--- config.mk ---
export PLATFORM = sky130hd
export DESIGN_NAME = sleep_clock_reset_control
export DESIGN_NICKNAME = d
export VERILOG_FILES = /design/src/shared/sleep_clock_reset_pkg.sv /design/src/rtl/pwm_clock_divider.sv /design/src/rtl/sleep_clock_reset_control.sv
export SDC_FILE = /design/constraint.sdc
export NUM_CORES = 1
export LEC_CHECK = 0
export BUFFER_PORTS_ARGS = -buffer_cell sky130_fd_sc_hd__buf_4
export CAP_MARGIN = 20
export CORE_ASPECT_RATIO = 1.5
export CORE_MARGIN = 5
export CORE_UTILIZATION = 45
export DETAILED_ROUTE_END_ITERATION = 10
export PLACE_DENSITY = 0.77
export SYNTH_ARGS = -nofsm -noshare
export SYNTH_HDL_FRONTEND = slang
export SYNTH_SLANG_ARGS = --single-unit
--- constraint.sdc ---
create_clock -name sys_clk -period 6.3 [get_ports sys_clk]
set_input_delay 1.26 -clock sys_clk [delete_from_list [all_inputs] [get_ports sys_clk]]
set_output_delay 1.26 -clock sys_clk [all_outputs]
set_load 0.01 [all_outputs]
--- src/shared/sleep_clock_reset_pkg.sv ---
// constants shared by the sleep clock and reset control block
// Functional notes
// [RULE1] Sleep-kept peripheral stays clocked in sleep while gating is active.
// [RULE2] A kept peripheral's wake request returns the processor to run mode.
// [RULE3] Gating off: sleep settings kept stored but ignored, all peripherals run.
// [RULE4] PLL watch timer enabled raises an interrupt when the PLL stops.
// [RULE5] PLL watch uses main oscillator as reference, only checks while oscillator enabled.
// [RULE6] Software disables PLL watch during PLL reconfiguration, re-enables afterwards.
// [RULE7] PWM clock is processor clock divided by 1, 2, 4, 8, 16, 32 or 64.
// [RULE8] Selected PWM divisor reads back as the value in force.
// [RULE9] Software reset resets processor, peripherals and every register to default.
// [RULE10] Software reset keeps reset-cause record and sets its software cause bit.
// [RULE11] Each cause flag stays set until software clear or external reset.
// [RULE12] Six cause flags accumulate: regulator, software, watchdog, brown-out, power-on, external.
// [RULE13] Software clears any subset of cause flags without disturbing the others.
// [RULE14] USB PHY PLL power down stops the PHY, controller registers stay accessible.
// [RULE15] Software powers the USB PHY PLL up before any USB connection.
// [RULE16] A read-only register gives the total SRAM size in bytes.
// [RULE17] One bit per cause flag; writing one clears it, zero leaves it.
// [RULE18] PWM divisor is a 3-bit exponent; change applies at next divided-clock boundary.
// [RULE19] Gated peripheral stops in sleep and resumes with full state afterwards.
package sleep_clock_reset_pkg;
  localparam int          NUM_PERIPH        = 32;
  localparam logic [7:0]  OFS_SLEEP_KEEP    = 8'h00;
  localparam logic [7:0]  OFS_GATING        = 8'h04;
  localparam logic [7:0]  OFS_PLL_WATCH     = 8'h08;
  localparam logic [7:0]  OFS_PWM_DIV       = 8'h0C;
  localparam logic [7:0]  OFS_SOFT_RESET    = 8'h10;
  localparam logic [7:0]  OFS_RESET_REASON  = 8'h14;
  localparam logic [7:0]  OFS_USB_PLL       = 8'h18;
  localparam logic [7:0]  OFS_SRAM_SIZE     = 8'h1C;
  localparam logic [7:0]  OFS_INT_STATUS    = 8'h20;
  localparam logic [7:0]  OFS_INT_MASK      = 8'h24;
  localparam logic [7:0]  OFS_WAKE_STATUS   = 8'h28;
  // reset reason bit positions
  localparam int          BIT_EXTERNAL      = 0;
  localparam int          BIT_POWERON       = 1;
  localparam int          BIT_BROWNOUT      = 2;
  localparam int          BIT_WATCHDOG      = 3;
  localparam int          BIT_SOFTWARE      = 4;
  localparam int          BIT_REGULATOR     = 5;
  localparam int          NUM_CAUSES        = 6;
  // interrupt status bit positions
  localparam int          INT_PLL_LOST      = 0;
  localparam int          INT_WAKE          = 1;
  localparam int          NUM_INTS          = 2;
  localparam logic [2:0]  PWM_DIV_RESET     = 3'h0;
  localparam logic [2:0]  PWM_DIV_MAX       = 3'h6;
  // pll watch: pll edges expected within this many oscillator edges
  localparam logic [7:0]  PLL_WATCH_WINDOW  = 8'h10;
  // software reset pulse length in system clocks
  localparam logic [3:0]  SOFT_RESET_CYCLES = 4'h8;
  localparam logic [31:0] SRAM_SIZE_BYTES   = 32'h0001_0000;
  localparam logic [31:0] SOFT_RESET_KEY    = 32'h0000_0001;
endpackage : sleep_clock_reset_pkg

--- src/rtl/pwm_clock_divider.sv ---
// power-of-two divider producing the pwm clock enable
`timescale 1ns/1ns
module pwm_clock_divider (
  // clock and reset
  input  wire logic       sys_clk,
  input  wire logic       rstn,
  // control
  input  wire logic [2:0] divSelect,
  // status
  output logic [2:0]      divInForce,
  output logic            pwmTick
);
  logic [5:0] count;
  logic [5:0] limit;

  assign limit = 6'((7'h1 << divInForce) - 7'h1);

  // new exponent latched only at a boundary so no short period appears
  always_ff @(posedge sys_clk) begin
    if (!rstn) begin
      count      <= 6'h00;
      divInForce <= sleep_clock_reset_pkg::PWM_DIV_RESET;
      pwmTick    <= 1'b0;
    end else if (count >= limit) begin // RULE18
      count      <= 6'h00;
      divInForce <= divSelect; // RULE18
      pwmTick    <= 1'b1; // RULE7
    end else begin
      count   <= 6'(count + 6'h01);
      pwmTick <= 1'b0;
    end
  end

  AST_TICK_SPACING: assert property (@(posedge sys_clk) disable iff (!rstn)
    (pwmTick && divInForce == 3'h1) |=> !pwmTick ##1 pwmTick) // RULE7
    else $error("pwm tick spacing wrong for divide by two");
  AST_DIV_ONE: assert property (@(posedge sys_clk) disable iff (!rstn)
    (pwmTick && divInForce == 3'h0 && $stable(divInForce)) |=> pwmTick) // RULE7
    else $error("divide by one must tick every cycle");
endmodule : pwm_clock_divider

--- src/rtl/sleep_clock_reset_control.sv ---
// system control: sleep gating, pll watch, pwm clock, resets and causes
//
// Local design decisions: the AXI4-Lite slave port and the register offsets.
`timescale 1ns/1ns
module sleep_clock_reset_control (
  // clock and reset
  input  wire logic                   sys_clk,
  input  wire logic                   rstn,
  // axi4-lite write address
  input  wire logic [7:0]             s_axi_awaddr,
  input  wire logic                   s_axi_awvalid,
  output logic                        s_axi_awready,
  // axi4-lite write data
  input  wire logic [31:0]            s_axi_wdata,
  input  wire logic [3:0]             s_axi_wstrb,
  input  wire logic                   s_axi_wvalid,
  output logic                        s_axi_wready,
  // axi4-lite write response
  output logic [1:0]                  s_axi_bresp,
  output logic                        s_axi_bvalid,
  input  wire logic                   s_axi_bready,
  // axi4-lite read address
  input  wire logic [7:0]             s_axi_araddr,
  input  wire logic                   s_axi_arvalid,
  output logic                        s_axi_arready,
  // axi4-lite read data
  output logic [31:0]                 s_axi_rdata,
  output logic [1:0]                  s_axi_rresp,
  output logic                        s_axi_rvalid,
  input  wire logic                   s_axi_rready,
  // processor sleep and wake
  input  wire logic                   cpuSleeping,
  input  wire logic [31:0]            periphWakeRequest,
  output logic                        cpuWake,
  output logic [31:0]                 periphClockEnable,
  // pll watch, pins from other clock sources
  input  wire logic                   pllClockPin,
  input  wire logic                   mainOscPin,
  input  wire logic                   mainOscEnabled,
  // reset sources, pulses from the reset generator; software reset pulse out
  input  wire logic                   externalResetEvent,
  input  wire logic                   poweronResetEvent,
  input  wire logic                   brownoutResetEvent,
  input  wire logic                   watchdogResetEvent,
  input  wire logic                   regulatorResetEvent,
  output logic                        whole_chip_soft_reset,
  // pwm clock
  output logic                        pwmClockTick,
  // usb phy
  output logic                        usbPhyPllPowered,
  // interrupt
  output logic                        irq
);
  localparam logic [1:0] RESP_OKAY   = 2'h0;
  localparam logic [1:0] RESP_SLVERR = 2'h2;

  logic [31:0] sleep_clock_keep_request;
  logic        sleep_gating_global_enable;
  logic        pll_watch_timer_control;
  logic [2:0]  pwm_divider_select;
  logic [2:0]  pwmDivInForce;
  logic [5:0]  resetReason;
  logic        usbPllOn;
  logic [1:0]  intStatus;
  logic [1:0]  intMask;
  logic [3:0]  softCount;
  logic        softActive;
  logic [7:0]  awAddr;
  logic [31:0] wData;
  logic [3:0]  wStrb;
  logic        awHeld;
  logic        wHeld;
  logic        doWrite;
  logic        regRstn;
  logic [31:0] wakeLatched;
  logic        pllLost;
  logic        wakeEvent;

  // registers see software reset as well as the reset input
  assign regRstn = rstn && !softActive; // RULE9

  function automatic logic known_offset(input logic [7:0] a);
    known_offset = (a[1:0] == 2'h0) && (a <= sleep_clock_reset_pkg::OFS_WAKE_STATUS);
  endfunction : known_offset

  // ---------------- write channel ----------------
  assign s_axi_awready = !awHeld && !s_axi_bvalid;
  assign s_axi_wready  = !wHeld && !s_axi_bvalid;
  assign doWrite       = awHeld && wHeld && !s_axi_bvalid;

  always_ff @(posedge sys_clk) begin
    if (!rstn) begin
      awHeld <= 1'b0;
      wHeld  <= 1'b0;
      awAddr <= 8'h00;
      wData  <= 32'h0000_0000;
      wStrb  <= 4'h0;
    end else begin
      if (s_axi_awvalid && s_axi_awready) begin
        awHeld <= 1'b1;
        awAddr <= s_axi_awaddr;
      end else if (doWrite) begin
        awHeld <= 1'b0;
      end
      if (s_axi_wvalid && s_axi_wready) begin
        wHeld <= 1'b1;
        wData <= s_axi_wdata;
        wStrb <= s_axi_wstrb;
      end else if (doWrite) begin
        wHeld <= 1'b0;
      end
    end
  end

  always_ff @(posedge sys_clk) begin
    if (!rstn) begin
      s_axi_bvalid <= 1'b0;
      s_axi_bresp  <= RESP_OKAY;
    end else if (doWrite) begin
      s_axi_bvalid <= 1'b1;
      s_axi_bresp  <= known_offset(awAddr) ? RESP_OKAY : RESP_SLVERR;
    end else if (s_axi_bready) begin
      s_axi_bvalid <= 1'b0;
    end
  end

  function automatic logic wr_hit(input logic [7:0] ofs);
    wr_hit = doWrite && awAddr == ofs;
  endfunction : wr_hit

  // ---------------- control registers ----------------
  always_ff @(posedge sys_clk) begin
    if (!regRstn) begin
      sleep_clock_keep_request   <= 32'h0000_0000;
      sleep_gating_global_enable <= 1'b0;
      pll_watch_timer_control    <= 1'b0;
      pwm_divider_select         <= sleep_clock_reset_pkg::PWM_DIV_RESET;
      usbPllOn                   <= 1'b0;
      intMask                    <= 2'h0;
    end else begin
      if (wr_hit(sleep_clock_reset_pkg::OFS_SLEEP_KEEP)) begin
        for (int b = 0; b < 4; b++) begin
          if (wStrb[b]) begin
            sleep_clock_keep_request[b*8 +: 8] <= wData[b*8 +: 8];
          end
        end
      end
      if (wr_hit(sleep_clock_reset_pkg::OFS_GATING) && wStrb[0]) begin
        sleep_gating_global_enable <= wData[0];
      end
      if (wr_hit(sleep_clock_reset_pkg::OFS_PLL_WATCH) && wStrb[0]) begin
        pll_watch_timer_control <= wData[0];
      end
      // divisors above 64 are refused and the old value stays
      if (wr_hit(sleep_clock_reset_pkg::OFS_PWM_DIV) && wStrb[0]
          && wData[2:0] <= sleep_clock_reset_pkg::PWM_DIV_MAX && wData[7:3] == 5'h00) begin
        pwm_divider_select <= wData[2:0]; // RULE7
      end
      if (wr_hit(sleep_clock_reset_pkg::OFS_USB_PLL) && wStrb[0]) begin
        usbPllOn <= wData[0]; // RULE14
      end
      if (wr_hit(sleep_clock_reset_pkg::OFS_INT_MASK) && wStrb[0]) begin
        intMask <= wData[1:0];
      end
    end
  end

  // only the phy sees this; register access to usb is never gated
  assign usbPhyPllPowered = usbPllOn; // RULE14

  // ---------------- sleep gating ----------------
  genvar p;
  generate
    for (p = 0; p < sleep_clock_reset_pkg::NUM_PERIPH; p++) begin : g_gate
      // gating off: keep bits are stored but ignored
      assign periphClockEnable[p] = !cpuSleeping || !sleep_gating_global_enable // RULE3
                                    || sleep_clock_keep_request[p]; // RULE1 RULE19
    end
  endgenerate

  // wake only from peripherals actually clocked in sleep
  assign wakeLatched = periphWakeRequest & periphClockEnable;
  assign cpuWake     = cpuSleeping && (|wakeLatched); // RULE2
  assign wakeEvent   = cpuWake;

  // ---------------- pll watch ----------------
  logic [2:0] pllSync;
  logic [2:0] oscSync;
  logic [7:0] oscEdges;
  logic       watchLive;

  // two stages then an edge stage; edge logic reads stages 1 and 2 only
  always_ff @(posedge sys_clk) begin
    if (!rstn) begin
      pllSync <= 3'h0;
      oscSync <= 3'h0;
    end else begin
      pllSync <= {pllSync[1:0], pllClockPin};
      oscSync <= {oscSync[1:0], mainOscPin};
    end
  end

  assign watchLive = pll_watch_timer_control && mainOscEnabled; // RULE5

  // count oscillator edges since the last pll edge
  always_ff @(posedge sys_clk) begin
    if (!regRstn || !watchLive) begin
      oscEdges <= 8'h00;
    end else if (pllSync[2] != pllSync[1]) begin
      oscEdges <= 8'h00;
    end else if (oscSync[2] != oscSync[1] && oscEdges != sleep_clock_reset_pkg::PLL_WATCH_WINDOW) begin
      oscEdges <= 8'(oscEdges + 8'h01); // RULE5
    end
  end
  assign pllLost = watchLive && oscEdges == sleep_clock_reset_pkg::PLL_WATCH_WINDOW; // RULE4

  // ---------------- interrupts ----------------
  logic [1:0] intEvents;
  logic [1:0] intClear;
  assign intEvents = {wakeEvent, pllLost};
  assign intClear  = (wr_hit(sleep_clock_reset_pkg::OFS_INT_STATUS) && wStrb[0]) ? wData[1:0] : 2'h0;

  // set beats a simultaneous clear
  always_ff @(posedge sys_clk) begin
    if (!regRstn) begin
      intStatus <= 2'h0;
    end else begin
      intStatus <= (intStatus & ~intClear) | intEvents; // RULE4
    end
  end

  assign irq = |(intStatus & intMask);

  // ---------------- software reset ----------------
  always_ff @(posedge sys_clk) begin
    if (!rstn) begin
      softCount <= 4'h0;
    end else if (softCount != 4'h0) begin
      softCount <= 4'(softCount - 4'h1);
    end else if (wr_hit(sleep_clock_reset_pkg::OFS_SOFT_RESET) && wStrb[0]
                 && wData == sleep_clock_reset_pkg::SOFT_RESET_KEY) begin
      softCount <= sleep_clock_reset_pkg::SOFT_RESET_CYCLES; // RULE9
    end
  end

  assign softActive            = softCount != 4'h0;
  assign whole_chip_soft_reset = softActive; // RULE9

  // ---------------- reset reasons ----------------
  logic [5:0] causeSet;
  logic [5:0] causeClear;
  always_comb begin
    causeSet = 6'h00;
    causeSet[sleep_clock_reset_pkg::BIT_EXTERNAL]  = externalResetEvent;
    causeSet[sleep_clock_reset_pkg::BIT_POWERON]   = poweronResetEvent;
    causeSet[sleep_clock_reset_pkg::BIT_BROWNOUT]  = brownoutResetEvent;
    causeSet[sleep_clock_reset_pkg::BIT_WATCHDOG]  = watchdogResetEvent;
    causeSet[sleep_clock_reset_pkg::BIT_SOFTWARE]  = softCount == sleep_clock_reset_pkg::SOFT_RESET_CYCLES;
    causeSet[sleep_clock_reset_pkg::BIT_REGULATOR] = regulatorResetEvent;
  end
  assign causeClear = (wr_hit(sleep_clock_reset_pkg::OFS_RESET_REASON) && wStrb[0]) ? wData[5:0] : 6'h00;

  // record survives software reset but rstn clears it; an external reset wipes older causes
  always_ff @(posedge sys_clk) begin
    if (!rstn) begin
      resetReason <= 6'h00;
    end else if (externalResetEvent) begin
      resetReason <= causeSet; // RULE11
    end else begin
      resetReason <= (resetReason & ~causeClear) | causeSet; // RULE10 RULE12 RULE13 RULE17
    end
  end

  // ---------------- pwm divider ----------------
  pwm_clock_divider u_pwm_div (
    .sys_clk    (sys_clk),
    .rstn       (regRstn),
    .divSelect  (pwm_divider_select),
    .divInForce (pwmDivInForce),
    .pwmTick    (pwmClockTick)
  );

  // ---------------- read channel ----------------
  logic [31:0] rdValue;
  always_comb begin
    rdValue = 32'h0000_0000;
    unique case (s_axi_araddr)
      sleep_clock_reset_pkg::OFS_SLEEP_KEEP:   rdValue = sleep_clock_keep_request;
      sleep_clock_reset_pkg::OFS_GATING:       rdValue = {31'h0, sleep_gating_global_enable};
      sleep_clock_reset_pkg::OFS_PLL_WATCH:    rdValue = {31'h0, pll_watch_timer_control};
      sleep_clock_reset_pkg::OFS_PWM_DIV:      rdValue = {29'h0, pwmDivInForce}; // RULE8
      sleep_clock_reset_pkg::OFS_RESET_REASON: rdValue = {26'h0, resetReason};
      sleep_clock_reset_pkg::OFS_USB_PLL:      rdValue = {31'h0, usbPllOn};
      sleep_clock_reset_pkg::OFS_SRAM_SIZE:    rdValue = sleep_clock_reset_pkg::SRAM_SIZE_BYTES; // RULE16
      sleep_clock_reset_pkg::OFS_INT_STATUS:   rdValue = {30'h0, intStatus};
      sleep_clock_reset_pkg::OFS_INT_MASK:     rdValue = {30'h0, intMask};
      sleep_clock_reset_pkg::OFS_WAKE_STATUS:  rdValue = periphWakeRequest;
      default:                                 rdValue = 32'h0000_0000;
    endcase
  end

  assign s_axi_arready = !s_axi_rvalid;

  always_ff @(posedge sys_clk) begin
    if (!rstn) begin
      s_axi_rvalid <= 1'b0;
      s_axi_rdata  <= 32'h0000_0000;
      s_axi_rresp  <= RESP_OKAY;
    end else if (s_axi_arvalid && s_axi_arready) begin
      s_axi_rvalid <= 1'b1;
      s_axi_rdata  <= rdValue;
      s_axi_rresp  <= known_offset(s_axi_araddr) ? RESP_OKAY : RESP_SLVERR;
    end else if (s_axi_rready) begin
      s_axi_rvalid <= 1'b0;
    end
  end

  // ---------------- assertions ----------------
  AST_KEEP_CLOCKED: assert property (@(posedge sys_clk) disable iff (!rstn)
    (cpuSleeping && sleep_gating_global_enable && sleep_clock_keep_request[0]) |-> periphClockEnable[0]) // RULE1
    else $error("kept peripheral lost its clock in sleep");
  AST_WAKE: assert property (@(posedge sys_clk) disable iff (!rstn)
    (cpuSleeping && (periphWakeRequest[0] && periphClockEnable[0])) |-> cpuWake) // RULE2
    else $error("wake request from running peripheral ignored");
  AST_GATING_OFF: assert property (@(posedge sys_clk) disable iff (!rstn)
    !sleep_gating_global_enable |-> (&periphClockEnable)) // RULE3
    else $error("peripheral gated while gating disabled");
  AST_GATED_STOP: assert property (@(posedge sys_clk) disable iff (!rstn)
    (cpuSleeping && sleep_gating_global_enable && !sleep_clock_keep_request[1]) |-> !periphClockEnable[1]) // RULE19
    else $error("unkept peripheral still clocked in sleep");
  AST_PLL_INT: assert property (@(posedge sys_clk) disable iff (!regRstn)
    pllLost |=> intStatus[0]) // RULE4
    else $error("pll loss did not set status");
  AST_WATCH_NEEDS_OSC: assert property (@(posedge sys_clk) disable iff (!rstn)
    !mainOscEnabled |-> !pllLost) // RULE5
    else $error("pll loss flagged without oscillator");
  AST_SOFT_CAUSE: assert property (@(posedge sys_clk) disable iff (!rstn)
    ($rose(softActive) && !externalResetEvent) |=> resetReason[sleep_clock_reset_pkg::BIT_SOFTWARE]) // RULE10
    else $error("software reset cause not recorded");
  AST_CAUSE_STICKY: assert property (@(posedge sys_clk) disable iff (!rstn)
    (resetReason[3] && !externalResetEvent && causeClear[3] == 1'b0) |=> resetReason[3]) // RULE11
    else $error("watchdog cause dropped without clear");
  AST_CAUSE_CLEAR: assert property (@(posedge sys_clk) disable iff (!rstn)
    (causeClear[2] && !brownoutResetEvent && !externalResetEvent) |=> !resetReason[2]) // RULE13
    else $error("brownout cause not cleared");
  AST_SOFT_LEN: assert property (@(posedge sys_clk) disable iff (!rstn)
    $rose(softActive) |-> softActive [*8] ##1 !softActive) // RULE9
    else $error("software reset pulse length wrong");
  AST_USB: assert property (@(posedge sys_clk) disable iff (!rstn)
    (wr_hit(sleep_clock_reset_pkg::OFS_USB_PLL) && wStrb[0] && !softActive) |=> usbPhyPllPowered == $past(wData[0])) // RULE14
    else $error("usb pll power did not follow write");
  AST_DIV_RANGE: assert property (@(posedge sys_clk) disable iff (!rstn)
    pwmDivInForce <= sleep_clock_reset_pkg::PWM_DIV_MAX) // RULE18
    else $error("pwm divisor exponent out of range");

  COV_SLEEP_WAKE: cover property (@(posedge sys_clk) disable iff (!rstn) cpuSleeping ##1 cpuWake);
  COV_PLL_LOST:   cover property (@(posedge sys_clk) disable iff (!rstn) pllLost && irq);
  COV_SOFT_RST:   cover property (@(posedge sys_clk) disable iff (!rstn) $rose(softActive));
  COV_TWO_CAUSES: cover property (@(posedge sys_clk) disable iff (!rstn) resetReason[3] && resetReason[4]);
endmodule : sleep_clock_reset_control

After elaboration in Yosys (flattened, before gate mapping)
Cells that the tools add are included.
{"block": "op_classes", "addsub": 4, "magnitude_cmp": 4, "eq_ne": 23, "n_shift": 1, "n_mux": 16, "bitwise_logic": 9, "n_reduce_logical": 96}
{"operator": "$pmux W32 S10", "count": 1}
{"operator": "$eq A8 B5 Y1 const B", "count": 7}
{"operator": "$eq A8 B6 Y1 const B", "count": 5}
{"operator": "$logic_and A1 B1 Y1", "count": 34}
{"operator": "$logic_or A1 B1 Y1", "count": 34}
{"operator": "$and A32 B32 Y32", "count": 1}
{"operator": "$eq A32 B1 Y1 const B", "count": 1}
{"operator": "$eq A8 B4 Y1 const B", "count": 4}
{"operator": "$reduce_or A32 Y1", "count": 1}
{"operator": "$eq A8 B3 Y1 const B", "count": 2}
{"operator": "$le A8 B6 Y1 const B", "count": 2}
{"operator": "$logic_not A8 Y1", "count": 2}
{"operator": "$mux W6", "count": 2}
{"operator": "$reduce_bool A2 Y1", "count": 5}
{"operator": "$logic_not A1 Y1", "count": 9}
{"operator": "$add A8 B1 Y8 const B", "count": 1}
{"operator": "$mux W1", "count": 8}
{"operator": "$mux W4", "count": 2}
{"operator": "$ne A8 B5 Y1 const B", "count": 1}
{"operator": "$reduce_and A2 Y1", "count": 4}
{"operator": "$add A6 B1 Y6 const B", "count": 1}
{"operator": "$and A6 B6 Y6", "count": 1}
{"operator": "$ge A6 B6 Y1", "count": 1}
{"operator": "$mux W2", "count": 3}
{"operator": "16 further kinds", "count": 21}
{"block": "totals", "register_bits": 160, "input_bits": 100, "output_inout_bits": 78, "word_cells": 181}

Longest topological paths before layout
Gate-level depths: netlist (run 1).
{"block": "logic_depth", "ltp_word": 9, "ltp_mapped": 11}

By module
Synthesis (run 1) repeated with hierarchy kept, for this count alone.
{"block": "hier_totals", "cells_unflattened": 855, "area_unflattened_um2": 7073.0}
{"mod": "sleep_clock_reset_control", "instances": 1, "cells_per_inst": 798, "area_per_inst_um2": 6545.0, "seq_area_each_um2": 2962.8}
{"mod": "pwm_clock_divider", "instances": 1, "cells_per_inst": 57, "area_per_inst_um2": 528.0, "seq_area_each_um2": 200.2}

Worst setup path before layout (run 1)
No wires, ideal clock.
{"block": "synth_timing", "path_kind": "input to output", "start": "input port periphWakeRequest[5]", "end": "output port cpuWake", "arrival_ns": 1.924, "t_required_ns": 5.040, "path_slack_ns": 3.116, "path_stages": 4, "n_path_buf": 0, "path_cell_list": "a22oi_1 -> nand4_1 -> nor4_1 -> a21boi_1"}
{"block": "synth_via", "elab_chain_len": 3}
{"item": "from (decl)", "line_no": "sleep_clock_reset_control.sv:33", "text": "input wire logic [31:0] periphWakeRequest,"}
{"item": "$and A32 B32 Y32", "line_no": "sleep_clock_reset_control.sv:182", "text": "assign wakeLatched = periphWakeRequest & periphClockEnable;"}
{"item": "$reduce_or A32 Y1", "line_no": "sleep_clock_reset_control.sv:183", "text": "assign cpuWake = cpuSleeping && (|wakeLatched);"}
{"item": "$logic_and A1 B1 Y1", "line_no": "sleep_clock_reset_control.sv:183"}
{"item": "to (decl)", "line_no": "sleep_clock_reset_control.sv:34", "text": "output logic cpuWake,"}
Every way passes these cells.

Worst setup path in the final report (run 1)
{"block": "layout_timing", "start": "input port cpuSleeping", "end": "output port cpuWake"}
{"block": "layout_via", "elab_chain_len": 6, "elab_cells_between_ends": 37, "classes_between": "1 x bitwise; 36 x reduce/logical"}
{"item": "from (decl)", "line_no": "sleep_clock_reset_control.sv:32", "text": "input wire logic cpuSleeping,"}
{"item": "$logic_not A1 Y1", "line_no": "sleep_clock_reset_control.sv:176", "text": "assign periphClockEnable[p] = !cpuSleeping || !sleep_gating_global_enable"}
{"item": "$logic_or A1 B1 Y1", "line_no": "sleep_clock_reset_control.sv:176"}
{"item": "$logic_or A1 B1 Y1", "line_no": "sleep_clock_reset_control.sv:177", "text": "|| sleep_clock_keep_request[p];"}
{"item": "$and A32 B32 Y32", "line_no": "sleep_clock_reset_control.sv:182"}
{"item": "$reduce_or A32 Y1", "line_no": "sleep_clock_reset_control.sv:183"}
{"item": "$logic_and A1 B1 Y1 *", "line_no": "sleep_clock_reset_control.sv:183"}
Mark *: on every way between the ends. The rest lies on a longest branch, timed or not.

==> flow_metrics.tcl, run 1 <==
set metrics [dict create \
    synthCells 887 \
    port_buffers 175 \
    clock_sinks 158 \
    synthXorXnorAreaFrac 0.0169 \
    rr_worst_depth 9 \
    ant_nets 0 \
    place_hpwl_mm 16.8 \
    clockBufferDepth 2 \
    wire_per_inst_um 17.5 \
    synth-simple-area-share 0.279 \
    regArea_mm2 0.00316 \
    yosys.area.top_type_share 0.437 \
    drt-met1-wl_mm 8.92 \
    clk_pin_slew_ps 70 \
    ys_async_sr_fraction 0 \
    core-area_mm2 0.0157 \
    path_class "in2out" \
    synth_area_leaders "dfxtp_1 44%, nand2_1 11%, a21oi_1 6.8%" \
    dr.first_iter.drc_count 462 \
    fp.dieW_um 114 \
    cp-end-kind "output port" \
    multi_input_area_mm2 0.00378 \
    gp_congestion 0.891 \
    synth_mux_area_frac 0.0211 \
    cts_setup_buffers 0 \
    place_ws_ps 2250 \
    status "finished clean" \
    max-slew-margin-rel 0.390 \
    wirelength_mm 22.0 \
    tns_ps 0 \
    cp-startpoint "cpuSleeping" \
    synth_edf_count 0 \
    hold_class "reg2reg" \
    ir_drop_v 0.000153 \
    synth_top_family_by_area "simple AND/OR/NAND/NOR gates" \
    period_share 0.647 \
    period_needed_ps 4080 \
    tightest_slew_ps 912 \
    dr.pass1.iters 5 \
    ios 178 \
    crit_fanout 32 \
    grt_pass1_vias 6493 \
    rows 56 \
    area_delta_synth_final_pct 28.2 \
    crit_end "cpuWake" \
    synth_cell_types 54 \
    cts_made_buffers 17 \
    max_freq_mhz 245 \
    ys_warn_count 0 \
    grtUsageTotal 0.231 \
    p_leak_nw 3.49 \
    n_antenna_cell 0 \
    wl_met2_mm 10.8 \
    drc 0 \
    reg2reg_setup_slack_ps 3730 \
    drive_above_1_share 0.265 \
    synthesis.area_mm2 0.00723 \
    reg2reg_to "u_pwm_div.divInForce[1]$_SDFFE_PN0P_" \
    fin_util 0.591 \
    synth_seq_area_share 0.437 \
    arrival_ps 2820 \
    grt_pass1_wl_mm 34.2 \
    start_kind "primary input" \
    dr_wl_met3_mm 1.30 \
    drv_slew 0 \
    insertion_delay_ps 420 \
    chipHeight_um 165 \
    drv_cap 0 \
    hold_buffers 0 \
    grt_max_degree 57 \
    h-tree-depth 4 \
    via_count 6839 \
    top_layer_used "met4" \
    die_area_mm2 0.0188 \
    slowest_delay_ps 560 \
    grt_antenna_before_repair 0 \
    slowest_stage "nand2_1" \
    ctsRootBufferMaster "clkbuf_16" \
    fin_worst_hold_slack_ps 436 \
    cts.repair.resized 0 \
    synth-seq-cells 158 \
    avgSynthCellArea_um2 8.16 \
    power_density_mw_per_mm2 248 \
    reg2reg_from "u_pwm_div.divInForce[2]$_SDFFE_PN0P_" \
    fill_cells 1475 \
    crit_path_frequent_cell "buf_4" \
    nNetsFinal 1150 \
    synth-main-ff-cell "dfxtp_1" \
    tritoncts "done" \
    finClkSkew_ps 9.41 \
    start_util 0.461 \
    synth_adder_area_share 0.0173 \
    drt-vias-per-instance 5.45 \
    synth_compound_area_frac 0.187 \
    gr-total-overflow 0 \
    worst_slack_ps 2220 \
    worstPathRequired_ps 5040 \
    rsz0062_at_grt "no" \
    yosysTopAreaCell "dfxtp_1" \
    finalSetupViolCount 0 \
    path_cells "buf_4 -> nand2_1 -> o21ai_0 -> a21boi_1 -> buf_4" \
    hold_violations 0 \
]
## metrics by stage
step           total power [mW]  cell area, µm²  instances
6_report                   2.30            9270       1256
2_1_floorplan              1.16            7240        888
3_5_place_dp               1.26            8600       1222
4_1_cts                    2.31            9220       1254
3_3_place_gp               1.26            8600       1222
5_1_grt                    2.38            9270       1256
## flip-flops by register name (all words and copies together), names as in the netlist, 4 cells and up
register                  count
s_axi_rdata                  32
sleep_clock_keep_request     32
wData                        32
awAddr                        8
oscEdges                      8
resetReason                   6
u_pwm_div.count               6
softCount                     4
wStrb                         4
## cell usage in the layout (no fill, tap or decap), types with 4 or more instances in the layout
master | netlist | layout
buf_4 | 5 | 180
xnor2_1 | 6 | 6
o21ai_1 | 33 | 33
nor3_1 | 13 | 13
xor2_1 | 8 | 8
nor2_1 | 34 | 34
inv_8 | 0 | 6
and2_1 | 34 | 34
o21a_1 | 8 | 8
mux2i_1 | 13 | 13
inv_1 | 13 | 13
o21ai_0 | 7 | 7
ha_1 | 10 | 10
a22oi_2 | 20 | 20
nand3_1 | 10 | 10
nor2_2 | 5 | 5
and3_1 | 4 | 4
a21oi_1 | 99 | 99
clkbuf_16 | 0 | 17
dfxtp_1 | 158 | 158
nand4_1 | 14 | 14
and4b_1 | 4 | 4
a222oi_1 | 5 | 5
nand4b_1 | 4 | 4
nand2b_1 | 11 | 11
a22oi_1 | 22 | 22
nand2_1 | 216 | 216
or2_2 | 31 | 31
nor4_1 | 21 | 21
## critical path, delay by kind of cell
family,cells,cell delay (ps)
compound gates,2,670
buf+inv,2,330
simple gates,1,560
## Yosys cell counts (all sizes together) (3+ instances only)
| cell | instances |
|---|---|
| a21o | 3 |
| a21oi | 99 |
| a222oi | 5 |
| a22oi | 42 |
| and2 | 34 |
| and3 | 4 |
| and4b | 4 |
| buf | 13 |
| clkbuf | 36 |
| dfxtp | 158 |
| ha | 10 |
| inv | 14 |
| mux2i | 13 |
| nand2 | 216 |
| nand2b | 11 |
| nand3 | 10 |
| nand4 | 14 |
| nand4b | 4 |
| nor2 | 39 |
| nor3 | 15 |
| nor4 | 24 |
| o21a | 8 |
| o21ai | 40 |
| or2 | 31 |
| xnor2 | 6 |
| xor2 | 8 |
## report_power, final
| group | switching [mW] | total (mW) | internal, mW | leakage, nW |
|---|---|---|---|---|
| registers | 0.0283 | 1.05 | 1.02 | 1.28 |
| clock network | 0.480 | 1.06 | 0.575 | 0.302 |
| logic | 0.104 | 0.191 | 0.0868 | 1.91 |
## area by class of cell
cell class / count / area share
Multi-Input combinational cell: 667 / 0.408
Sequential cell: 158 / 0.341
Timing Repair Buffer: 182 / 0.152
Clock buffer: 17 / 0.0459
Tap cell: 203 / 0.0274
Clock inverter: 15 / 0.0205
Inverter: 14 / 0.00567
## how the worst min path moves through the flow
stage	start	to	slack (ps)	depth (start not counted)
2_1_floorplan	oscSync[0]$_SDFF_PN0_	oscSync[1]$_SDFF_PN0_	410	1
3_3_place_gp	oscSync[0]$_SDFF_PN0_	oscSync[1]$_SDFF_PN0_	420	1
3_5_place_dp	pllSync[0]$_SDFF_PN0_	pllSync[1]$_SDFF_PN0_	420	1
4_1_cts	oscSync[0]$_SDFF_PN0_	oscSync[1]$_SDFF_PN0_	440	1
6_report	oscSync[0]$_SDFF_PN0_	oscSync[1]$_SDFF_PN0_	440	1
5_1_grt	oscSync[0]$_SDFF_PN0_	oscSync[1]$_SDFF_PN0_	460	1
## per-layer routing
metal	up-vias	GRT usage
met5	-	0
met2	250	0.389
li1	3393	-
met4	0	0.114
met1	3139	0.288
met3	57	0.0332
## kinds of logic after synthesis
family,after synthesis
AND/OR/NAND/NOR,415
AO/OA/AOI/OAI,211
flip-flops,158
buffers and inverters,63
multiplexers,15
XOR/XNOR,14
adder cells (fa/ha/maj),10
other,1
Note: power is estimated with default switching activity, not from simulation.
==> inputs of run 2 (changes only) <==
--- a/config.mk
+++ b/config.mk
@@ -11,7 +11,7 @@
 export CORE_MARGIN = 5
 export CORE_UTILIZATION = 45
 export DETAILED_ROUTE_END_ITERATION = 10
-export PLACE_DENSITY = 0.77
+export PLACE_DENSITY = 0.8
 export SYNTH_ARGS = -nofsm -noshare
 export SYNTH_HDL_FRONTEND = slang
 export SYNTH_SLANG_ARGS = --single-unit
==> constraint.sdc (replaced) <==
create_clock -name sys_clk -period 3.45 [get_ports sys_clk]
set_input_delay 0.69 -clock sys_clk [delete_from_list [all_inputs] [get_ports sys_clk]]
set_output_delay 0.69 -clock sys_clk [all_outputs]
set_load 0.01 [all_outputs]
==> flow_metrics.tcl, run 2 (synthesis results as in run 1) <==
set metrics [dict create \
    drive_above_1_share 0.266 \
    wire_per_inst_um 17.6 \
    clk_pin_slew_ps 70 \
    finClkSkew_ps 8.42 \
    gr-usage-met3 0.0445 \
    rows 56 \
    dr.first_iter.drc_count 558 \
    reg2reg_setup_slack_ps 900 \
    hold_violations 0 \
    period_needed_ps 2720 \
    path_class "in2out" \
    drc 0 \
    period_share 0.788 \
    area_delta_synth_final_pct 27.8 \
    met2_usage 0.385 \
    port_buffers 175 \
    clock_sinks 158 \
    grt_pass1_wl_mm 34.0 \
    die_area_mm2 0.0188 \
    fp.dieW_um 114 \
    ctsRootBufferMaster "clkbuf_16" \
    cts.repair.resized 0 \
    grt_pass1_vias 6476 \
    gp_congestion 0.988 \
    drv_slew 0 \
    via_count 6881 \
    max-slew-margin-rel 0.625 \
    rsz0062_at_grt "no" \
    max_freq_mhz 368 \
    busiest_layer "met2" \
    hold_buffers 0 \
    dr.pass1.iters 6 \
    ir_drop_v 0.000280 \
    tritoncts "done" \
    insertion_delay_ps 420 \
    fin_area_mm2 0.00925 \
    wirelength_mm 22.2 \
    drv_cap 0 \
    grt_max_degree 55 \
    layout_commonest_cell "nand2_1" \
    ios 178 \
    cp-end-kind "output port" \
    cts_setup_buffers 0 \
    dpl_cell_area_mm2 0.00863 \
    finalSetupViolCount 0 \
    grtUsageTotal 0.231 \
    tns_ps 0 \
    cts_made_buffers 17 \
    power_density_mw_per_mm2 455 \
    hold_class "reg2reg" \
    core-area_mm2 0.0157 \
    arrival_ps 2030 \
    start_util 0.461 \
    gr-total-overflow 0 \
    tightest_slew_ps 562 \
    drt-vias-per-instance 5.47 \
    status "finished clean" \
    worstPathRequired_ps 2760 \
    p_leak_nw 3.49 \
    nNetsFinal 1152 \
    start_kind "primary input" \
    final_cell_mix "216 x nand2_1, 184 x buf_4, 158 x dfxtp_1, 99 x a21oi_1" \
    grt_antenna_before_repair 0 \
    top_regs "s_axi_rdata x32, sleep_clock_keep_request x32, wData x32" \
    crit_fanout 3 \
    grt_use_met1 0.288 \
    ant_nets 0 \
    clockBufferDepth 2 \
    chipHeight_um 165 \
    place_hpwl_mm 17.0 \
    n_antenna_cell 0 \
    h-tree-depth 4 \
]
[run 2: changes by cell type in the layout (fill, tap and decap cells not counted), sizes merged]
cell,previous run,this run
bufinv,1,2
inv,23,24
buf,182,184
clkinv,5,3
[run 2: layer usage]
metal,vias to the layer above,part of all wire
met3,51,0.062
met5,-,0
li1,3388,-
met1,3169,0.41
met2,273,0.49
met4,0,0.039
[run 2: final timing paths]
path                                   startpoint  depth (start not counted)                                   end
min                         oscSync[0]$_SDFF_PN0_                          1                 oscSync[1]$_SDFF_PN0_
max reg2reg  u_pwm_div.divInForce[2]$_SDFFE_PN0P_                          9  u_pwm_div.divInForce[2]$_SDFFE_PN0P_
min reg2reg                 oscSync[0]$_SDFF_PN0_                          1                 oscSync[1]$_SDFF_PN0_
max                          periphWakeRequest[3]                          6                               cpuWake
[run 2: worst max-delay path: stages]
cell	delay, ps
buf_4	120
nor4_1	500
nand4_1	130
o21ai_0	240
a21boi_1	160
buf_4	180
[run 2: stage by stage]
step           std cells  setup slack [ps]   util  power [mW]  hold WS, ps
2_1_floorplan        888              1040      -        2.12          412
3_3_place_gp        1226               709  0.550        2.29          428
3_5_place_dp        1226               767  0.550        2.30          424
4_1_cts             1258               773  0.589        4.23          439
5_1_grt             1258               664  0.589        4.36          468
6_report            1258               732  0.589        4.20          435
[run 2: layout make-up]
cell class,count,area [µm²]
fill,1450,6450
multi-input combinational,667,3780
sequential,158,3160
timing repair buffer,184,1380
clock buffer,17,425
tap,203,254
clock inverter,15,190
inverter,14,52.6
[run 2: power by group]
part           switching (mW)  leakage [nW]  total, mW  internal, mW
Combinational           0.186          1.90      0.336         0.150
Sequential             0.0519          1.28       1.92          1.87
Clock                   0.837         0.306       1.94          1.11
Total                    1.08          3.49       4.20          3.13
